$ cat config.mk
export PLATFORM = sky130hd
export DESIGN_NAME = fom_top
export DESIGN_NICKNAME = d
export VERILOG_FILES = /design/src/shared/fom_pkg.sv /design/src/shared/fom_meas_if.sv /design/src/fom_meter.sv /design/src/fom_top.sv
export SDC_FILE = /design/constraint.sdc
export NUM_CORES = 1
export LEC_CHECK = 0
export ABC_AREA = 1
export ABC_CLOCK_PERIOD_IN_PS = 2000
export BUFFER_PORTS_ARGS = -buffer_cell sky130_fd_sc_hd__buf_2
export CORE_ASPECT_RATIO = 2
export CORE_MARGIN = 2
export CORE_UTILIZATION = 53
export DETAILED_ROUTE_END_ITERATION = 16
export PLACE_DENSITY = 0.77
export RECOVER_POWER = 50
export SYNTH_ARGS = -nofsm -noshare
export SYNTH_HDL_FRONTEND = slang
export SYNTH_SLANG_ARGS = --single-unit
$ cat constraint.sdc
create_clock -name CLK_SYS -period 2 [get_ports CLK_SYS]
set_input_delay 0.4 -clock CLK_SYS [delete_from_list [all_inputs] [get_ports CLK_SYS]]
set_output_delay 0.4 -clock CLK_SYS [all_outputs]
set_load 0.02 [all_outputs]
$ cat src/shared/fom_pkg.sv
// constants, register map and state encoding for the frame offset measurement block
// assumes a 32-bit apb slave with 8-bit byte addresses; registers hold 16 bits in the low half
package fom_pkg;

	// ==========================================================
	// register map (byte addresses, one aligned word each)
	localparam logic [7:0] ADDR_ALIGNMENT_RESULT = 8'h00;
	localparam logic [7:0] ADDR_MODE_SELECT      = 8'h04;
	localparam logic [7:0] ADDR_STREAM_OFS_0_3   = 8'h08;
	localparam logic [7:0] ADDR_STREAM_OFS_4_7   = 8'h0c;
	localparam logic [7:0] ADDR_IRQ_STATUS       = 8'h10;
	localparam logic [7:0] ADDR_IRQ_MASK         = 8'h14;

	// ==========================================================
	// field layout
	localparam int REG_W           = 16;
	localparam int SEL_W           = 5;
	localparam int SEL_LO          = 11;
	localparam int DONE_BIT        = 10;
	localparam int PHASE_BIT       = 9;
	localparam int CNT_W           = 9;
	localparam int START_BIT       = 0;
	localparam int IRQ_DONE_BIT    = 0;
	localparam int NUM_INPUTS      = 24;
	localparam int NUM_STREAMS     = 8;
	localparam int STREAMS_PER_REG = 4;
	localparam int NIB_W           = 4;
	localparam int OFS_W           = 3;
	localparam int SYNC_W          = NUM_INPUTS + 2;
	localparam int SYNC_BCLK       = NUM_INPUTS;
	localparam int SYNC_FRAME      = NUM_INPUTS + 1;

	// ==========================================================
	// reset values and limits
	localparam logic [REG_W-1:0] RST_REG16 = 16'h0000;
	localparam logic [SEL_W-1:0] RST_SEL   = 5'h00;
	localparam logic [CNT_W-1:0] CNT_ZERO  = 9'h000;
	localparam logic [CNT_W-1:0] CNT_ONE   = 9'h001;
	localparam logic [CNT_W-1:0] CNT_MAX   = 9'h1ff;
	localparam logic [31:0]      RD_ZERO   = 32'h0000_0000;

	// ==========================================================
	// measurement sequencer states
	typedef enum logic [1:0] {
		ST_IDLE       = 2'b00,
		ST_WAIT_FRAME = 2'b01,
		ST_COUNT      = 2'b10,
		ST_DONE       = 2'b11
	} fom_state_e;

endpackage

$ cat src/shared/fom_meas_if.sv
// carrier between the register front end and the measurement engine
// assumes both ends run on the same system clock
`timescale 1ns/10ps
interface fom_meas_if;
	logic                         start;
	logic [fom_pkg::SEL_W-1:0]    select;
	logic                         done;
	logic                         done_pulse;
	logic                         phase;
	logic [fom_pkg::CNT_W-1:0]    count;

	modport ctrl  (output start, output select, input done, input done_pulse, input phase, input count);
	modport meter (input start, input select, output done, output done_pulse, output phase, output count);
endinterface

$ cat src/fom_meter.sv
// measurement engine: synchronises the evaluation inputs, bit clock and device frame pulse,
// counts bit clocks from device frame start to the falling edge of the selected input
// assumes pins are asynchronous to the system clock and are slower than half its rate
`timescale 1ns/10ps
module fom_meter (
	// clock and reset
	input  wire logic                           clk,
	input  wire logic                           rst_n,
	// raw pins
	input  wire logic [fom_pkg::NUM_INPUTS-1:0] eval_input_lines,
	input  wire logic                           bit_clk,
	input  wire logic                           frame_sync_n,
	// control side
	fom_meas_if.meter                           m
);

	// ==========================================================
	// input synchronisers
	logic [fom_pkg::SYNC_W-1:0] raw_in;
	logic [fom_pkg::SYNC_W-1:0] sync1_reg;
	logic [fom_pkg::SYNC_W-1:0] sync2_reg;

	assign raw_in = {frame_sync_n, bit_clk, eval_input_lines};

	// two flops per pin; the first stage feeds nothing but the second
	genvar gi;
	generate
		for (gi = 0; gi < fom_pkg::SYNC_W; gi++) begin : g_sync
			always_ff @(posedge clk) begin
				if (!rst_n) begin
					sync1_reg[gi] <= 1'b1;
					sync2_reg[gi] <= 1'b1;
				end else begin
					sync1_reg[gi] <= raw_in[gi];
					sync2_reg[gi] <= sync1_reg[gi];
				end
			end
		end
	endgenerate

	// ==========================================================
	// input selection and edge detection
	// an index past the last input reads as idle high, so it completes only when the count saturates
	function automatic logic pick_line(input logic [fom_pkg::NUM_INPUTS-1:0] lines,
	                                   input logic [fom_pkg::SEL_W-1:0] idx);
		if (idx < fom_pkg::SEL_W'(fom_pkg::NUM_INPUTS))
			return lines[idx];
		return 1'b1;
	endfunction

	logic       sel_sig;
	logic       bclk_s;
	logic       frame_s;
	logic       sel_prev_reg;
	logic       bclk_prev_reg;
	logic       frame_prev_reg;
	logic       start_prev_reg;
	logic       sel_fall;
	logic       bclk_rise;
	logic       frame_fall;
	logic       start_rise;
	logic       start_fall;

	assign sel_sig    = pick_line(sync2_reg[fom_pkg::NUM_INPUTS-1:0], m.select);
	assign bclk_s     = sync2_reg[fom_pkg::SYNC_BCLK];
	assign frame_s    = sync2_reg[fom_pkg::SYNC_FRAME];
	assign sel_fall   = sel_prev_reg & ~sel_sig;
	assign bclk_rise  = ~bclk_prev_reg & bclk_s;
	assign frame_fall = frame_prev_reg & ~frame_s;
	assign start_rise = ~start_prev_reg & m.start;
	assign start_fall = start_prev_reg & ~m.start;

	// previous-value flops for the edge detectors
	always_ff @(posedge clk) begin
		if (!rst_n) begin
			sel_prev_reg   <= 1'b1;
			bclk_prev_reg  <= 1'b1;
			frame_prev_reg <= 1'b1;
			start_prev_reg <= 1'b0;
		end else begin
			sel_prev_reg   <= sel_sig;
			bclk_prev_reg  <= bclk_s;
			frame_prev_reg <= frame_s;
			start_prev_reg <= m.start;
		end
	end

	// ==========================================================
	// sequencer
	fom_pkg::fom_state_e         state_reg;
	fom_pkg::fom_state_e         state_next;
	logic [fom_pkg::CNT_W-1:0]   count_reg;
	logic [fom_pkg::CNT_W-1:0]   count_next;
	logic                        phase_reg;
	logic                        phase_next;
	logic                        done_pulse_reg;
	logic                        finish;

	// finishes on the input edge, or at saturation so a dead input cannot hang software
	assign finish = (state_reg == fom_pkg::ST_COUNT) && (sel_fall || count_reg == fom_pkg::CNT_MAX);

	always_comb begin
		state_next = state_reg;
		count_next = count_reg;
		phase_next = phase_reg;
		case (state_reg)
			fom_pkg::ST_IDLE: begin
				if (start_rise)
					state_next = fom_pkg::ST_WAIT_FRAME;
			end
			fom_pkg::ST_WAIT_FRAME: begin
				if (frame_fall) begin
					state_next = fom_pkg::ST_COUNT;
					count_next = fom_pkg::CNT_ZERO;
				end
			end
			fom_pkg::ST_COUNT: begin
				if (finish) begin
					state_next = fom_pkg::ST_DONE;
					phase_next = bclk_s;
				end else if (bclk_rise)
					count_next = count_reg + fom_pkg::CNT_ONE;
			end
			fom_pkg::ST_DONE: begin
				state_next = fom_pkg::ST_DONE;
			end
			default: begin
				state_next = fom_pkg::ST_IDLE;
			end
		endcase
		// dropping the start bit abandons any measurement and clears the result
		if (start_fall) begin
			state_next = fom_pkg::ST_IDLE;
			count_next = fom_pkg::CNT_ZERO;
			phase_next = 1'b0;
		end
	end

	// state, count and phase flops
	always_ff @(posedge clk) begin
		if (!rst_n) begin
			state_reg      <= fom_pkg::ST_IDLE;
			count_reg      <= fom_pkg::CNT_ZERO;
			phase_reg      <= 1'b0;
			done_pulse_reg <= 1'b0;
		end else begin
			state_reg      <= state_next;
			count_reg      <= count_next;
			phase_reg      <= phase_next;
			done_pulse_reg <= finish & ~start_fall;
		end
	end

	assign m.done       = (state_reg == fom_pkg::ST_DONE);
	assign m.done_pulse = done_pulse_reg;
	assign m.phase      = phase_reg;
	assign m.count      = count_reg;
endmodule

$ cat src/fom_top.sv
// frame offset measurement block: apb register front end, interrupt and stream offset settings
// assumes an apb4 master on CLK_SYS and asynchronous evaluation, bit clock and frame pins
// assumes software polls bit 10 or waits for the interrupt before it trusts the offset
// a select of 24 or more never sees an edge and completes only when the count saturates
//
// Implementation choices: the placing of the registers and the APB slave port.
`timescale 1ns/10ps
module fom_top (
	// clock and reset
	input  wire logic                                         CLK_SYS,
	input  wire logic                                         RESET_N,
	// apb slave
	input  wire logic                                         PSEL,
	input  wire logic                                         PENABLE,
	input  wire logic                                         PWRITE,
	input  wire logic [7:0]                                   PADDR,
	input  wire logic [31:0]                                  PWDATA,
	input  wire logic [3:0]                                   PSTRB,
	output logic      [31:0]                                  PRDATA,
	output logic                                              PREADY,
	output logic                                              PSLVERR,
	// interrupt
	output logic                                              IRQ,
	// evaluation pins
	input  wire logic [fom_pkg::NUM_INPUTS-1:0]               EVAL_INPUT_LINES,
	input  wire logic                                         BIT_CLK,
	input  wire logic                                         FRAME_SYNC_N,
	// per-stream receiver settings
	output logic      [fom_pkg::NUM_STREAMS*fom_pkg::OFS_W-1:0] STREAM_IN_OFFSET,
	output logic      [fom_pkg::NUM_STREAMS-1:0]              STREAM_OFFSET_FLAG
);

	// ==========================================================
	// register decode helpers
	function automatic logic hit(input logic [7:0] addr, input logic [7:0] ofs);
		return (addr[7:2] == ofs[7:2]);
	endfunction

	// byte-lane merge for the 16-bit registers; lanes 2 and 3 carry nothing
	function automatic logic [fom_pkg::REG_W-1:0] merge16(input logic [fom_pkg::REG_W-1:0] old,
	                                                     input logic [31:0] wd, input logic [3:0] strb);
		logic [fom_pkg::REG_W-1:0] res;
		res = old;
		if (strb[0])
			res[7:0] = wd[7:0];
		if (strb[1])
			res[15:8] = wd[15:8];
		return res;
	endfunction

	// ==========================================================
	// measurement engine
	fom_meas_if meas ();

	fom_meter fom_meter_i (
		.clk              (CLK_SYS),
		.rst_n            (RESET_N),
		.eval_input_lines (EVAL_INPUT_LINES),
		.bit_clk          (BIT_CLK),
		.frame_sync_n     (FRAME_SYNC_N),
		.m                (meas.meter)
	);

	// ==========================================================
	// apb handshake
	// one wait state buys a registered read path; every answer takes two access cycles
	// pslverr flags unmapped words only; writes to read-only fields are dropped quietly
	logic                        pready_reg;
	logic                        pslverr_reg;
	logic [31:0]                 prdata_reg;
	logic                        apb_access;
	logic                        apb_done;
	logic                        wr_en;
	logic                        hit_align;
	logic                        hit_mode;
	logic                        hit_ofs0;
	logic                        hit_ofs1;
	logic                        hit_stat;
	logic                        hit_mask;
	logic                        hit_any;

	assign apb_access = PSEL & PENABLE;
	assign apb_done   = apb_access & pready_reg;
	assign wr_en      = apb_done & PWRITE;
	assign hit_align  = hit(PADDR, fom_pkg::ADDR_ALIGNMENT_RESULT);
	assign hit_mode   = hit(PADDR, fom_pkg::ADDR_MODE_SELECT);
	assign hit_ofs0   = hit(PADDR, fom_pkg::ADDR_STREAM_OFS_0_3);
	assign hit_ofs1   = hit(PADDR, fom_pkg::ADDR_STREAM_OFS_4_7);
	assign hit_stat   = hit(PADDR, fom_pkg::ADDR_IRQ_STATUS);
	assign hit_mask   = hit(PADDR, fom_pkg::ADDR_IRQ_MASK);
	assign hit_any    = hit_align | hit_mode | hit_ofs0 | hit_ofs1 | hit_stat | hit_mask;

	// ==========================================================
	// software registers
	logic [fom_pkg::SEL_W-1:0]   sel_reg;
	logic                        start_reg;
	logic [fom_pkg::REG_W-1:0]   ofs0_reg;
	logic [fom_pkg::REG_W-1:0]   ofs1_reg;
	logic                        irq_stat_reg;
	logic                        irq_mask_reg;
	logic                        irq_reg;
	logic [fom_pkg::REG_W-1:0]   align_wr;
	logic [fom_pkg::REG_W-1:0]   mode_wr;
	logic [fom_pkg::REG_W-1:0]   stat_wr;
	logic [fom_pkg::REG_W-1:0]   mask_wr;
	logic [fom_pkg::REG_W-1:0]   align_rd;
	logic                        irq_stat_next;

	// only the select field of the alignment register is writable
	assign align_rd = {sel_reg, meas.done, meas.phase, meas.count};
	assign align_wr = merge16(align_rd, PWDATA, PSTRB);
	assign mode_wr  = merge16({15'h0000, start_reg}, PWDATA, PSTRB);
	assign stat_wr  = merge16(fom_pkg::RST_REG16, PWDATA, PSTRB);
	assign mask_wr  = merge16({15'h0000, irq_mask_reg}, PWDATA, PSTRB);

	// completion sets the sticky bit; a one written clears it, but a same-cycle set wins
	assign irq_stat_next = meas.done_pulse |
	                       (irq_stat_reg & ~(wr_en & hit_stat & stat_wr[fom_pkg::IRQ_DONE_BIT]));

	assign meas.start  = start_reg;
	assign meas.select = sel_reg;

	// select and start
	// writing a one over a one starts nothing; only a rise of the start bit counts
	always_ff @(posedge CLK_SYS) begin
		if (!RESET_N) begin
			sel_reg   <= fom_pkg::RST_SEL;
			start_reg <= 1'b0;
		end else begin
			if (wr_en && hit_align)
				sel_reg <= align_wr[fom_pkg::SEL_LO +: fom_pkg::SEL_W];
			if (wr_en && hit_mode)
				start_reg <= mode_wr[fom_pkg::START_BIT];
		end
	end

	// stream offset registers
	// both share the merge helper so byte strobes behave alike in every register
	always_ff @(posedge CLK_SYS) begin
		if (!RESET_N) begin
			ofs0_reg <= fom_pkg::RST_REG16;
			ofs1_reg <= fom_pkg::RST_REG16;
		end else begin
			if (wr_en && hit_ofs0)
				ofs0_reg <= merge16(ofs0_reg, PWDATA, PSTRB);
			if (wr_en && hit_ofs1)
				ofs1_reg <= merge16(ofs1_reg, PWDATA, PSTRB);
		end
	end

	// interrupt status, mask and output
	// the mask only gates the pin; masked completions still set the status bit
	always_ff @(posedge CLK_SYS) begin
		if (!RESET_N) begin
			irq_stat_reg <= 1'b0;
			irq_mask_reg <= 1'b0;
			irq_reg      <= 1'b0;
		end else begin
			irq_stat_reg <= irq_stat_next;
			if (wr_en && hit_mask)
				irq_mask_reg <= mask_wr[fom_pkg::IRQ_DONE_BIT];
			irq_reg      <= irq_stat_next & ((wr_en && hit_mask) ? mask_wr[fom_pkg::IRQ_DONE_BIT] : irq_mask_reg);
		end
	end

	// ==========================================================
	// read path
	// a read during counting shows a moving count; only a set bit 10 makes it an offset
	logic [fom_pkg::REG_W-1:0]   rd16;
	logic [31:0]                 rd_data;

	assign rd16 = hit_align ? align_rd :
	              hit_mode  ? {15'h0000, start_reg} :
	              hit_ofs0  ? ofs0_reg :
	              hit_ofs1  ? ofs1_reg :
	              hit_stat  ? {15'h0000, irq_stat_reg} :
	              hit_mask  ? {15'h0000, irq_mask_reg} :
	              fom_pkg::RST_REG16;
	assign rd_data = (hit_any && !PWRITE) ? {16'h0000, rd16} : fom_pkg::RD_ZERO;

	// answer flops; unmapped addresses answer with an error and zero data
	always_ff @(posedge CLK_SYS) begin
		if (!RESET_N) begin
			pready_reg  <= 1'b0;
			pslverr_reg <= 1'b0;
			prdata_reg  <= fom_pkg::RD_ZERO;
		end else begin
			pready_reg  <= apb_access & ~pready_reg;
			pslverr_reg <= apb_access & ~pready_reg & ~hit_any;
			if (apb_access && !pready_reg)
				prdata_reg <= rd_data;
		end
	end

	// ==========================================================
	// stream offset fan-out
	// each nibble: offset bits 3..1 above the flag in bit 0
	logic [fom_pkg::NUM_STREAMS*fom_pkg::NIB_W-1:0]  ofs_all;
	logic [fom_pkg::NUM_STREAMS*fom_pkg::OFS_W-1:0]  in_ofs_wire;
	logic [fom_pkg::NUM_STREAMS-1:0]                 flag_wire;
	logic [fom_pkg::NUM_STREAMS*fom_pkg::OFS_W-1:0]  in_ofs_reg;
	logic [fom_pkg::NUM_STREAMS-1:0]                 flag_reg;

	assign ofs_all = {ofs1_reg, ofs0_reg};

	genvar gs;
	generate
		for (gs = 0; gs < fom_pkg::NUM_STREAMS; gs++) begin : g_stream
			assign in_ofs_wire[gs*fom_pkg::OFS_W +: fom_pkg::OFS_W] =
			       ofs_all[gs*fom_pkg::NIB_W + 1 +: fom_pkg::OFS_W];
			assign flag_wire[gs] = ofs_all[gs*fom_pkg::NIB_W];
		end
	endgenerate

	// registered settings driven out to the stream receivers
	// the extra stage keeps decode logic off the pins at the cost of one cycle of lag
	always_ff @(posedge CLK_SYS) begin
		if (!RESET_N) begin
			in_ofs_reg <= 24'h000000;
			flag_reg   <= 8'h00;
		end else begin
			in_ofs_reg <= in_ofs_wire;
			flag_reg   <= flag_wire;
		end
	end

	// ==========================================================
	// outputs
	assign PRDATA             = prdata_reg;
	assign PREADY             = pready_reg;
	assign PSLVERR            = pslverr_reg;
	assign IRQ                = irq_reg;
	assign STREAM_IN_OFFSET   = in_ofs_reg;
	assign STREAM_OFFSET_FLAG = flag_reg;
endmodule

; Word-level counts from Yosys, hierarchy flattened
; Cells that the tools add are included.
[totals]
ff_bits = 176
romBits = 0
mem_bits_rw = 0
latch_bits = 0
output_inout_bits = 67
elab_cells = 169
memories = 0
input_bits = 75
[op_classes]
magnitude_cmp = 2
reduce_logical = 24
bitwise = 31
multipliers = 0
div_mod_pow = 0
n_addsub = 1
n_mux = 23
eq_ne = 14
shifts = 0
[ops]
columns = cell, count
row1 = 16-bit 2-to-1 mux, 5
row2 = 9-bit 2-to-1 mux, 3
row3 = 9-bit case mux with 2 select lines, 1
row4 = 1-bit bitwise AND, 15
row5 = 2-bit AND reduction, 7
row6 = "6-bit by 2-bit == test with 1-bit output, second input constant", 2
row7 = "6-bit by 3-bit == test with 1-bit output, second input constant", 2
row8 = 1-bit NOT, 10
row9 = "9-bit by 1-bit adder with 9-bit output, second input constant", 1
row10 = "9-bit == test, second input constant", 1
row11 = 1-bit 2-to-1 mux, 9
row12 = 1-bit logical AND, 8
row13 = "2-bit by 1-bit inequality test with 1-bit output, second input constant", 4
row14 = 2-bit case mux with 4 select lines, 1
row15 = "6-bit by 1-bit == test with 1-bit output, second input constant", 1
row16 = 6-bit logical NOT, 1
row17 = "5-bit by 6-bit less-than comparator with 1-bit output, second input constant", 1
row18 = 2-bit 2-to-1 mux, 3
row19 = 1-bit bitwise OR, 6
row20 = 1-bit binary-select mux with 5-bit select, 1
row21 = "5-bit less-than comparator, second input constant", 1
row22 = "2-bit == test, second input constant", 2
row23 = 4-bit AND reduction, 1
row24 = 3-bit AND reduction, 1
row25 = other kinds (7), 8

; Logic depth before layout (Yosys ltp)
; Gate-level depths: netlist (run 1).
[depth]
ltp_word = 10
ltp_mapped = 15

; Hierarchy
; Synthesis (run 1) repeated with hierarchy kept, for this count alone.
[unflattened]
hier_cells = 741
hier_area_um2 = 6139.6
[by_module_without_submodules]
columns = module, cells_each, n_inst, seq_area_each_um2, area_each_um2
row1 = fom_top, 443, 1, 1821.7, 3629.7
row2 = fom_meter, 298, 1, 1381.3, 2509.9

; Worst setup path before layout (run 1)
; OpenSTA, ideal clock, no wires.
[synth_path]
path_kind = flip-flop to flip-flop
from = register fom_meter_i.count_reg, in the netlist fom_meter_i.m.count[0]
to = register fom_meter_i.count_reg, in the netlist fom_meter_i.m.count[1]
stages_incl_launch_ff = 15
setup_slack_ns = 0.295
required_time_ns = 1.885
setup_ns = 0.115
synth_period_minus_slack_ns = 1.705
arrival_ns = 1.590
n_path_buf = 1
path_cell_list = dfxtp_1 > ha_1 > nand2_1 > nor2_1 > inv_1 > nor2_1 > nand3_1 > nor2_1 > ha_1 > inv_1 > nand3_2 > nand2_2 > buf_6 > a21oi_1 > nor2_1
[synth_between]
elab_chain_len = 5
elab_cells_between_ends = 9
classes_between = add/sub: 1 / eq/ne: 2 / mux: 3 / reduce/logical: 3
[synth_rtl]
columns = item, line
row1 = from (decl), fom_meter.sv:92  ; logic [fom_pkg::CNT_W-1:0] count_reg;
row2 = from (signal assigned), fom_meter.sv:143  ; count_reg <= fom_pkg::CNT_ZERO;
row3 = from (signal assigned), fom_meter.sv:148  ; count_reg <= count_next;
row4 = "parallel branches: the longest is 5 deep, another holds 9-bit by 1-bit adder with 9-bit output", n/a
; Several ways; the timed one is not identified. The select of a mux whose other input is x is not followed.
; A chain may end at the register's enable or synchronous reset.

; Worst setup path in the final report (run 1)
[layout_path]
from = register fom_meter_i.count_reg, in the netlist fom_meter_i.m.count[0]
to = register fom_meter_i.count_reg, in the netlist fom_meter_i.m.count[2]
; The elaborated chain is that of the path after synthesis.

==> impl_metrics.yaml, run 1 <==
floorplanning:
  die-area_mm2: 0.0121
  core_area_mm2: 0.0109
  die-width_um: 78.7
  fp-row-count: 54
  io_pins: 142
  die_y_um: 153
  start_util: 0.544
global_routing:
  antenna_found_initial: 1
  grt_pass1_wl_um: 21700
  grt_overflow: 0
  grt_pass1_vias: 5010
  grt_max_degree: 55
  grt.total_usage: 0.226
power_and_ir_drop:
  p_per_area_mw_per_mm2: 895
  p_total_mw: 6.50
  p_leak_nw: 3.38
  peakVddDrop_uv: 790
min_path:
  holdPathEnd: "fom_meter_i.sync1_reg[5]"
  whs_path_depth: 2
  holdCritPathClass: "primary input to flip-flop"
  min-delay-start: "EVAL_INPUT_LINES[5]"
sta:
  hold_violations: 0
  period_share: 0.935
  rsz0062_at_grt: "no"
  setup_violations: 0
  tightest_slew_ns: 1.25
  fin_worst_skew_ns: 0.00794
  fmax_mhz: 535
  slew_violations: 0
  worst_slack_ns: 0.129
  relSlewSlack: 0.168
  period_needed_ns: 1.87
clock_network:
  cts_root_buffer: "clkbuf_16"
  cts_sinks: 160
  clk_latency_ns: 0.42
  cts_hold_buf: 0
  clockBufferDepth: 2
  cts-buffers-inserted: 17
  htreeDepth: 4
  cts_tree: "yes"
  path_clk_slew_ns: 0.07
synth:
  synth-edff-count: 0
  ys_types: 31
  syn_area_mm2: 0.00592
  async_reset_ff_frac: 0
  yosys.area.top_type: "dfxtp_1"
  muxShareOfSynthArea: 0
  synth.most_common_cell: "dfxtp_1"
  syn_inst: 735
  yosys.area_share.simple: 0.241
  synth_compound_area_frac: 0.112
  synthXorXnorAreaFrac: 0
  seq_area_frac_synth: 0.541
  ys_ff_latch: 160
  yosys-top-cells-count: "dfxtp_1 (160), nand2_1 (141), inv_1 (87)"
  synth_fa_ha_area_frac: 0.00423
  synthDominantCellAreaShare: 0.541
  synth_top_family_by_area: "simple AND/OR/NAND/NOR gates"
  ys.flop_type: "dfxtp_1"
  yosysWarnings: 0
  syn_avg_cell_area_um2: 8.06
  synthTopCellsByArea: "dfxtp_1 (54%), nand2_1 (8.9%), inv_1 (5.5%)"
cells_and_area:
  largest_register_ffs: 26
  design_area_mm2: 0.00726
  final_nets: 935
  layout-drive-gt1-share: 0.256
  finalNonFillerCells: 1012
  fin_util: 0.667
  area_growth_pct: 22.6
critical_path:
  reg2regPathDepth: 15
  crit_required_ns: 2.32
  crit_arrival_ns: 2.19
  worst-setup-path-type: "flip-flop to flip-flop"
  cp-start-kind: "flip-flop"
  end_kind: "flip-flop"
  regToRegEndpoint: "fom_meter_i.m.count[2]"
  r2r_slack_ns: 0.13
  cp_max_fo: 7
  timing.rr.start: "fom_meter_i.m.count[0]"
outcome:
  status: "finished, final reports clean"
drt:
  drtAntennaViolNets: 0
  via_per_inst: 5.07
  drc_errors: 0
  dr_total_vias: 5129
  dr.pass1.iters: 5
  drt_wl_total_um: 13500
  avgRoutedWirePerCell_um: 13.3
  initialDrtViolationCount: 332
placed_design:
  place_ws_ns: -0.0228
  io_buffer_count: 105
  place.gp.congestion: 0.904
  placed_cells: 977
  hpwlAfterDp_um: 9650
  dpl_cell_area_mm2: 0.00664
run:
  drv_cap: 0
[layer usage]
| layer | GRT usage | wire [µm] | vias to the layer above |
|---|---|---|---|
| li1 | - | - | 2537 |
| met3 | 0.0478 | 744 | 70 |
| met4 | 0.153 | 716 | 0 |
| met1 | 0.217 | 4800 | 2305 |
| met5 | 0 | 0 | - |
| met2 | 0.416 | 7220 | 217 |
[logic make-up after synthesis]
group                      after synthesis
AOI/OAI and AO/OA                      119
other                                    1
DFF                                    160
buffers and inverters                  136
adders and majority gates                2
and+or+nand+nor                        317
[power breakdown]
part | switching [mW] | internal, mW | leakage, nW
sequential | 0.0129 | 3.24 | 1.30
clock | 1.37 | 1.63 | 0.275
combinational | 0.152 | 0.0960 | 1.80
[cell usage in the layout, fill, tap and decap left out, drive strengths merged]
master	instances
dfxtp	160
nand2	144
buf	111
inv	96
nor2	75
or2	52
o21ai	50
a21oi	46
clkbuf	37
nand3	35
conb	16
clkinv	11
a22oi	9
o221ai	6
nor3	6
a211oi	5
nand4	4
o31ai	2
nor4	2
ha	2
diode	1
o211ai	1
clkinvlp	1
[critical path: stages, from the launching register on]
cell	delay, ns
dfxtp_4	0.37
ha_4	0.14
nand2_2	0.08
nor2_4	0.13
inv_2	0.06
nor2_4	0.11
nand3_2	0.08
nor2_2	0.11
ha_2	0.18
inv_2	0.05
nand3_4	0.10
nand2_8	0.09
nand2_8	0.09
nand2_1	0.07
nand2_1	0.07
nor2_1	0.05
[area by class of cell]
cell class	count	area (µm²)
Fill cell	905	3620
Sequential cell	160	3210
Multi-Input combinational cell	455	2260
Timing Repair Buffer	131	712
Clock buffer	17	425
Inverter	93	349
Tap cell	140	175
Clock inverter	15	128
Antenna cell	1	2.50
[stage by stage]
step	TNS, ns	hold WS [ns]
3_5_place_dp	-0.0228	0.399
3_3_place_gp	0	0.396
5_1_grt	0	0.155
2_1_floorplan	0	0.392
6_report	0	0.158
4_1_cts	0	0.148
[timing repair]
| action | 4_1_cts | 5_1_grt |
|---|---|---|
| resized for setup | 3 | 18 |
| cloned | 0 | 1 |
| setup buffers | 0 | 1 |
| pin swaps | 0 | 5 |
| setup endpoints to repair | 4 | 10 |
[worst max path at each step]
stage	to	from
final	fom_meter_i.m.count[2]	fom_meter_i.m.count[0]
after detailed placement	fom_meter_i.m.count[2]	fom_meter_i.m.count[0]
after floorplan	fom_meter_i.m.count[1]	fom_meter_i.m.count[0]
after global routing	fom_meter_i.m.count[0]	fom_meter_i.m.count[0]
after global placement	meas.select[2]	PADDR[7]
after CTS	fom_meter_i.m.count[2]	fom_meter_i.m.count[0]
No activity file was read; power rests on OpenSTA's default activity.
==> run 2, diff against run 1 <==
--- a/config.mk
+++ b/config.mk
@@ -5,7 +5,7 @@
 export SDC_FILE = /design/constraint.sdc
 export NUM_CORES = 1
 export LEC_CHECK = 0
-export ABC_AREA = 1
+export ABC_AREA = 0
 export ABC_CLOCK_PERIOD_IN_PS = 2000
 export BUFFER_PORTS_ARGS = -buffer_cell sky130_fd_sc_hd__buf_2
 export CORE_ASPECT_RATIO = 2
==> run 2 against run 1 <==
Against the previous run: the flow now finishes with violations (max-capacitance violations, max-slew violations, negative setup slack); die area up 2.3%; cell area up 4.2%; sequential power about the same; sequential share of layout area down 1.7 points; worst hold slack about the same; clock power up 7.3%; total power up 4.0%; combinational power up 13%; final cell count down 9.1%; critical path type unchanged; highest routed layer unchanged.
==> impl_metrics.yaml, run 2 <==
clock_network:
  cts_sinks: 160
  cts_hold_buf: 0
  clk_latency_ns: 0.42
  clockBufferDepth: 2
  cts_root_buffer: "clkbuf_16"
  cts_tree: "yes"
  path_clk_slew_ns: 0.07
  htreeDepth: 4
  cts-buffers-inserted: 17
synth:
  yosys.area_share.simple: 0.236
  ys_ff_latch: 160
  syn_inst: 642
  syn_avg_cell_area_um2: 9.44
  synthDominantCellAreaShare: 0.529
  yosys-top-cells-count: "dfxtp_1 (160), nand2_1 (62), a21oi_1 (60)"
  synth_compound_area_frac: 0.123
  synthXorXnorAreaFrac: 0.00289
  synth_top_family_by_area: "simple AND/OR/NAND/NOR gates"
  synth-edff-count: 0
  muxShareOfSynthArea: 0.0504
  yosys.area.top_type: "dfxtp_1"
  yosysWarnings: 0
  synthTopCellsByArea: "dfxtp_1 (53%), nand2b_1 (5.9%), a21oi_1 (5.0%)"
  ys_types: 57
  syn_area_mm2: 0.00606
  synth.most_common_cell: "dfxtp_1"
  synth_fa_ha_area_frac: 0.00413
  ys.flop_type: "dfxtp_1"
  async_reset_ff_frac: 0
  seq_area_frac_synth: 0.529
sta:
  slew_violations: 89
  rsz0062_at_grt: "yes"
  setup_violations: 8
  relSlewSlack: -0.00450
  hold_violations: 0
  fin_setup_tns_ns: -0.341
  period_share: 1.04
  period_needed_ns: 2.08
  worst_slack_ns: -0.0765
  fin_worst_skew_ns: 0.0105
  fmax_mhz: 482
  tightest_slew_ns: 1.51
  hold_ws_ns: 0.158
power_and_ir_drop:
  swShare: 0.224
  p_comb_frac: 0.042
  p_leak_nw: 3.11
  p_clk_frac: 0.477
  p_per_area_mw_per_mm2: 893
  p_int_mw: 5.24
  p_total_mw: 6.75
  power.switching_mw: 1.51
  seq_power_share: 0.481
  peakVddDrop_uv: 850
cells_and_area:
  antenna-diode-count: 0
  final_cell_mix: "dfxtp_1 (155), buf_2 (95), nand2_1 (62)"
  finalNonFillerCells: 920
  largest_register_ffs: 26
  layout_commonest_cell: "dfxtp_1"
  layout-drive-gt1-share: 0.247
  design_area_mm2: 0.00756
  fin_util: 0.674
  seqCellArea_mm2: 0.00321
  multi_input_area_mm2: 0.00273
  final_nets: 842
  fillers: 858
  area_growth_pct: 24.8
floorplanning:
  die_y_um: 155
  fp-row-count: 55
  io_pins: 142
  start_util: 0.540
  die-width_um: 79.6
  die-area_mm2: 0.0124
  core_area_mm2: 0.0112
critical_path:
  worst-setup-path-type: "flip-flop to flip-flop"
  reg2regPathDepth: 6
  crit_required_ns: 2.30
  crit_arrival_ns: 2.38
  critPathLaunch: "meas.select[1]"
  end_kind: "flip-flop"
  crit_end: "fom_meter_i.m.count[2]"
  timing.rr.start: "meas.select[1]"
  r2r_slack_ns: -0.08
  regToRegEndpoint: "fom_meter_i.m.count[2]"
  cp-start-kind: "flip-flop"
  cp_max_fo: 12
global_routing:
  grt_overflow: 0
  grt.total_usage: 0.223
  grt_max_degree: 90
  grt_pass1_wl_um: 21600
  antenna_found_initial: 0
  grt_pass1_vias: 4653
drt:
  drtAntennaViolNets: 0
  dr.pass1.iters: 5
  drt_wl_total_um: 13700
  drc_errors: 0
  initialDrtViolationCount: 393
  avgRoutedWirePerCell_um: 14.9
  via_per_inst: 5.40
  dr_total_vias: 4971
placed_design:
  dpl_cell_area_mm2: 0.00690
  placed_cells: 883
  io_buffer_count: 105
  hpwlAfterDp_um: 9410
  place.gp.congestion: 0.932
  place_ws_ns: -0.0950
outcome:
  violations: "max-capacitance violations, max-slew violations, negative setup slack"
  status: "finished, violations left"
run:
  drv_cap: 1
min_path:
  whs_path_depth: 2
  holdCritPathClass: "primary input to flip-flop"
-- run 2: cell types whose count changed after synthesis, sizes merged, moves of 9 or more --
cell    change
a22oi       -9
and2       +37
nand3b     +17
nand2      -81
nand3      -14
inv        -81
a21oi      +14
o21ai      -16
or2        -50
mux2i      +26
nor2       -51
clkbuf     +19
and3       +17
nand2b     +57
-- run 2: worst min path at each step --
stage / slack [ns] / to / from
detailed placement: 0.39 / fom_meter_i.sync2_reg[13] / fom_meter_i.sync1_reg[13]
global route: 0.15 / fom_meter_i.sync1_reg[7] / EVAL_INPUT_LINES[7]
finish: 0.16 / fom_meter_i.sync1_reg[23] / EVAL_INPUT_LINES[23]
global placement: 0.39 / fom_meter_i.sync2_reg[12] / fom_meter_i.sync1_reg[12]
floorplan: 0.39 / fom_meter_i.bclk_s / fom_meter_i.sync1_reg[24]
CTS: 0.15 / fom_meter_i.sync1_reg[0] / EVAL_INPUT_LINES[0]
-- run 2: what timing repair did --
item,4_1_cts,5_1_grt
resized for setup,7,8
pin swaps,6,1
setup endpoints to repair,10,11
buffers inserted,5,1
-- run 2: logic make-up (layout without fill, tap and decap cells) --
logic type	after synthesis	after routing
buf+inv	65	186
mux	28	28
simple gates	260	260
xor+xnor	2	2
other cells	1	16
fa+ha+maj	2	2
compound gates	124	124
flops	160	160
-- run 2: final cells by class --
cell class / count / share of cell area
clock buffers: 20 / 0.0591
clock inverters: 12 / 0.0195
inverters: 9 / 0.00447
multi-input cells: 432 / 0.361
flip-flops and latches: 160 / 0.425
well taps: 142 / 0.0235
repair buffers: 145 / 0.108
-- run 2: critical path, cell delays in order (launching register included) --
cell and delay (ns):
dfxtp_4 0.46, mux2i_1 0.12, mux4_2 0.54, a32oi_4 0.25, a211oi_4 0.10, buf_12 0.17
a221o_1 0.31
-- run 2: layer usage --
metal	global-route usage	vias up	share of wire
li1	-	2399	-
met1	0.224	2328	0.36
met2	0.415	200	0.55
met3	0.0412	44	0.052
met4	0.123	0	0.037
met5	0	-	0
-- run 2: power by group through the flow --
stage                     Combinational, mW  Sequential, mW  Clock (mW)
after floorplan                       0.185            3.32           0
after global placement                0.268            3.32           0
after detailed placement              0.275            3.32           0
after CTS                             0.283            3.25        3.24
after global routing                  0.306            3.25        3.39
final                                 0.281            3.25        3.22
==> run 3, diff against run 2 <==
--- a/config.mk
+++ b/config.mk
@@ -11,6 +11,7 @@
 export CORE_ASPECT_RATIO = 2
 export CORE_MARGIN = 2
 export CORE_UTILIZATION = 53
+export CTS_CLUSTER_DIAMETER = 150
 export DETAILED_ROUTE_END_ITERATION = 16
 export PLACE_DENSITY = 0.77
 export RECOVER_POWER = 50
==> constraint.sdc (replaced) <==
create_clock -name CLK_SYS -period 2 [get_ports CLK_SYS]
set_input_delay 0.3 -clock CLK_SYS [delete_from_list [all_inputs] [get_ports CLK_SYS]]
set_output_delay 0.3 -clock CLK_SYS [all_outputs]
set_load 0.02 [all_outputs]
==> run 3 against run 2 <==
Against the previous run: the run ends with negative setup slack left; fmax shrank 1.7%; cell area decreased by 0.45%; highest routed layer unchanged; first-iteration DRC count grew 4.6%; register-to-register slack worse by 0.04 ns; flip-flop and latch count unchanged; largest power group unchanged; combinational power fell by 1%; global-route usage is 0.97 points higher; critical path type unchanged; non-clock buffer count is the same; clock power shrank 2%; routed wire length is 1.9% higher; final cell count unchanged.
==> impl_metrics.yaml, run 3 (synthesized netlist as in run 2, its figures left out) <==
outcome:
  status: "finished, violations left"
  violations: "negative setup slack"
power_and_ir_drop:
  p_int_mw: 5.12
  peakVddDrop_uv: 659
  power.switching_mw: 1.54
  p_leak_nw: 3.11
  seq_power_share: 0.488
  p_clk_frac: 0.471
  p_comb_frac: 0.042
  p_total_mw: 6.67
  p_per_area_mw_per_mm2: 885
  swShare: 0.231
floorplanning:
  die-width_um: 79.6
  start_util: 0.540
  fp-row-count: 55
  io_pins: 142
  die_y_um: 155
  die-area_mm2: 0.0124
  core_area_mm2: 0.0112
global_routing:
  grt.total_usage: 0.232
  grt_pass1_vias: 4864
  grt_pass1_wl_um: 22500
  grt_max_degree: 80
  grt_overflow: 0
  antenna_found_initial: 0
cells_and_area:
  final_nets: 842
  design_area_mm2: 0.00753
  seqCellArea_mm2: 0.00321
  fin_util: 0.671
  largest_register_ffs: 26
  final_cell_mix: "dfxtp_1 (156), buf_2 (93), nand2_1 (62)"
  area_growth_pct: 24.2
  multi_input_area_mm2: 0.00270
  antenna-diode-count: 0
  fillers: 897
  layout-drive-gt1-share: 0.244
  layout_commonest_cell: "dfxtp_1"
  finalNonFillerCells: 920
placed_design:
  place_ws_ns: -0.107
  place.gp.congestion: 0.954
  io_buffer_count: 105
  hpwlAfterDp_um: 9620
  dpl_cell_area_mm2: 0.00688
  placed_cells: 882
drt:
  dr_total_vias: 4996
  dr.pass1.iters: 6
  avgRoutedWirePerCell_um: 15.2
  initialDrtViolationCount: 411
  drtAntennaViolNets: 0
  via_per_inst: 5.43
  drc_errors: 0
  drt_wl_total_um: 14000
sta:
  slew_violations: 0
  worst_slack_ns: -0.112
  period_share: 1.06
  hold_violations: 0
  period_needed_ns: 2.11
  hold_ws_ns: 0.0553
  fmax_mhz: 473
  tightest_slew_ns: 1.18
  relSlewSlack: 0.213
  setup_violations: 11
  rsz0062_at_grt: "yes"
  fin_worst_skew_ns: 0.0113
  fin_setup_tns_ns: -0.679
clock_network:
  cts_sinks: 160
  clk_latency_ns: 0.42
  cts-buffers-inserted: 17
  htreeDepth: 4
  path_clk_slew_ns: 0.07
  clockBufferDepth: 2
  cts_tree: "yes"
  cts_root_buffer: "clkbuf_16"
run:
  drv_cap: 0
critical_path:
  cp-start-kind: "flip-flop"
  cp_max_fo: 8
  crit_required_ns: 2.30
  crit_arrival_ns: 2.42
  worst-setup-path-type: "flip-flop to flip-flop"
  end_kind: "flip-flop"
min_path:
  holdCritPathClass: "primary input to flip-flop"
-- run 3: changes by cell type in the layout (fill, tap and decap cells not counted), moves of 2 or more --
cell,change
and2_0,-5
and2_1,+5
buf_2,-2
buf_6,+3
clkinv_4,+2
clkinvlp_4,-2
inv_6,+2
-- run 3: power by group through the flow --
stage | sequential [mW] | combinational (mW) | clock (mW)
2_1_floorplan | 3.32 | 0.185 | 0
3_3_place_gp | 3.32 | 0.265 | 0
3_5_place_dp | 3.32 | 0.272 | 0
4_1_cts | 3.25 | 0.279 | 3.18
5_1_grt | 3.25 | 0.303 | 3.34
6_report | 3.25 | 0.277 | 3.14
-- run 3: repair_timing --
action,CTS,global route
gates resized for setup,10,4
setup buffers,3,4
pin swaps,6,3
hold buffers,0,0
setup endpoints to repair,11,11
-- run 3: critical path: stages, from the launching register on --
cell and delay (ns):
dfxtp_4 0.38, buf_6 0.14, mux2i_1 0.11, mux4_2 0.52
a32oi_4 0.25, a211oi_4 0.10, buf_6 0.18, a221o_1 0.30
-- run 3: path summary, 6_finish.rpt --
| path | slack, ns | start | cells after the start | endpoint |
|---|---|---|---|---|
| max | -0.11 | meas.select[1] | 7 | fom_meter_i.m.count[2] |
| min | 0.06 | EVAL_INPUT_LINES[2] | 2 | fom_meter_i.sync1_reg[2] |
| max reg2reg | -0.11 | meas.select[1] | 7 | fom_meter_i.m.count[2] |
| min reg2reg | 0.41 | fom_meter_i.sync1_reg[15] | 1 | fom_meter_i.sync2_reg[15] |
-- run 3: final cells by class --
cell class	count	area share
multi-input cells	432	0.359
clock inverters	14	0.0196
clock buffers	18	0.0583
well taps	142	0.0236
inverters	9	0.00449
repair buffers	145	0.109
flip-flops and latches	160	0.427
-- run 3: layer usage --
| layer | wire length [µm] | up-vias | GRT usage | part of all wire |
|---|---|---|---|---|
| li1 | - | 2400 | - | - |
| met1 | 4900 | 2307 | 0.234 | 0.35 |
| met2 | 7570 | 223 | 0.424 | 0.54 |
| met3 | 828 | 66 | 0.0551 | 0.059 |
| met4 | 665 | 0 | 0.130 | 0.048 |
| met5 | 0 | - | 0 | 0 |
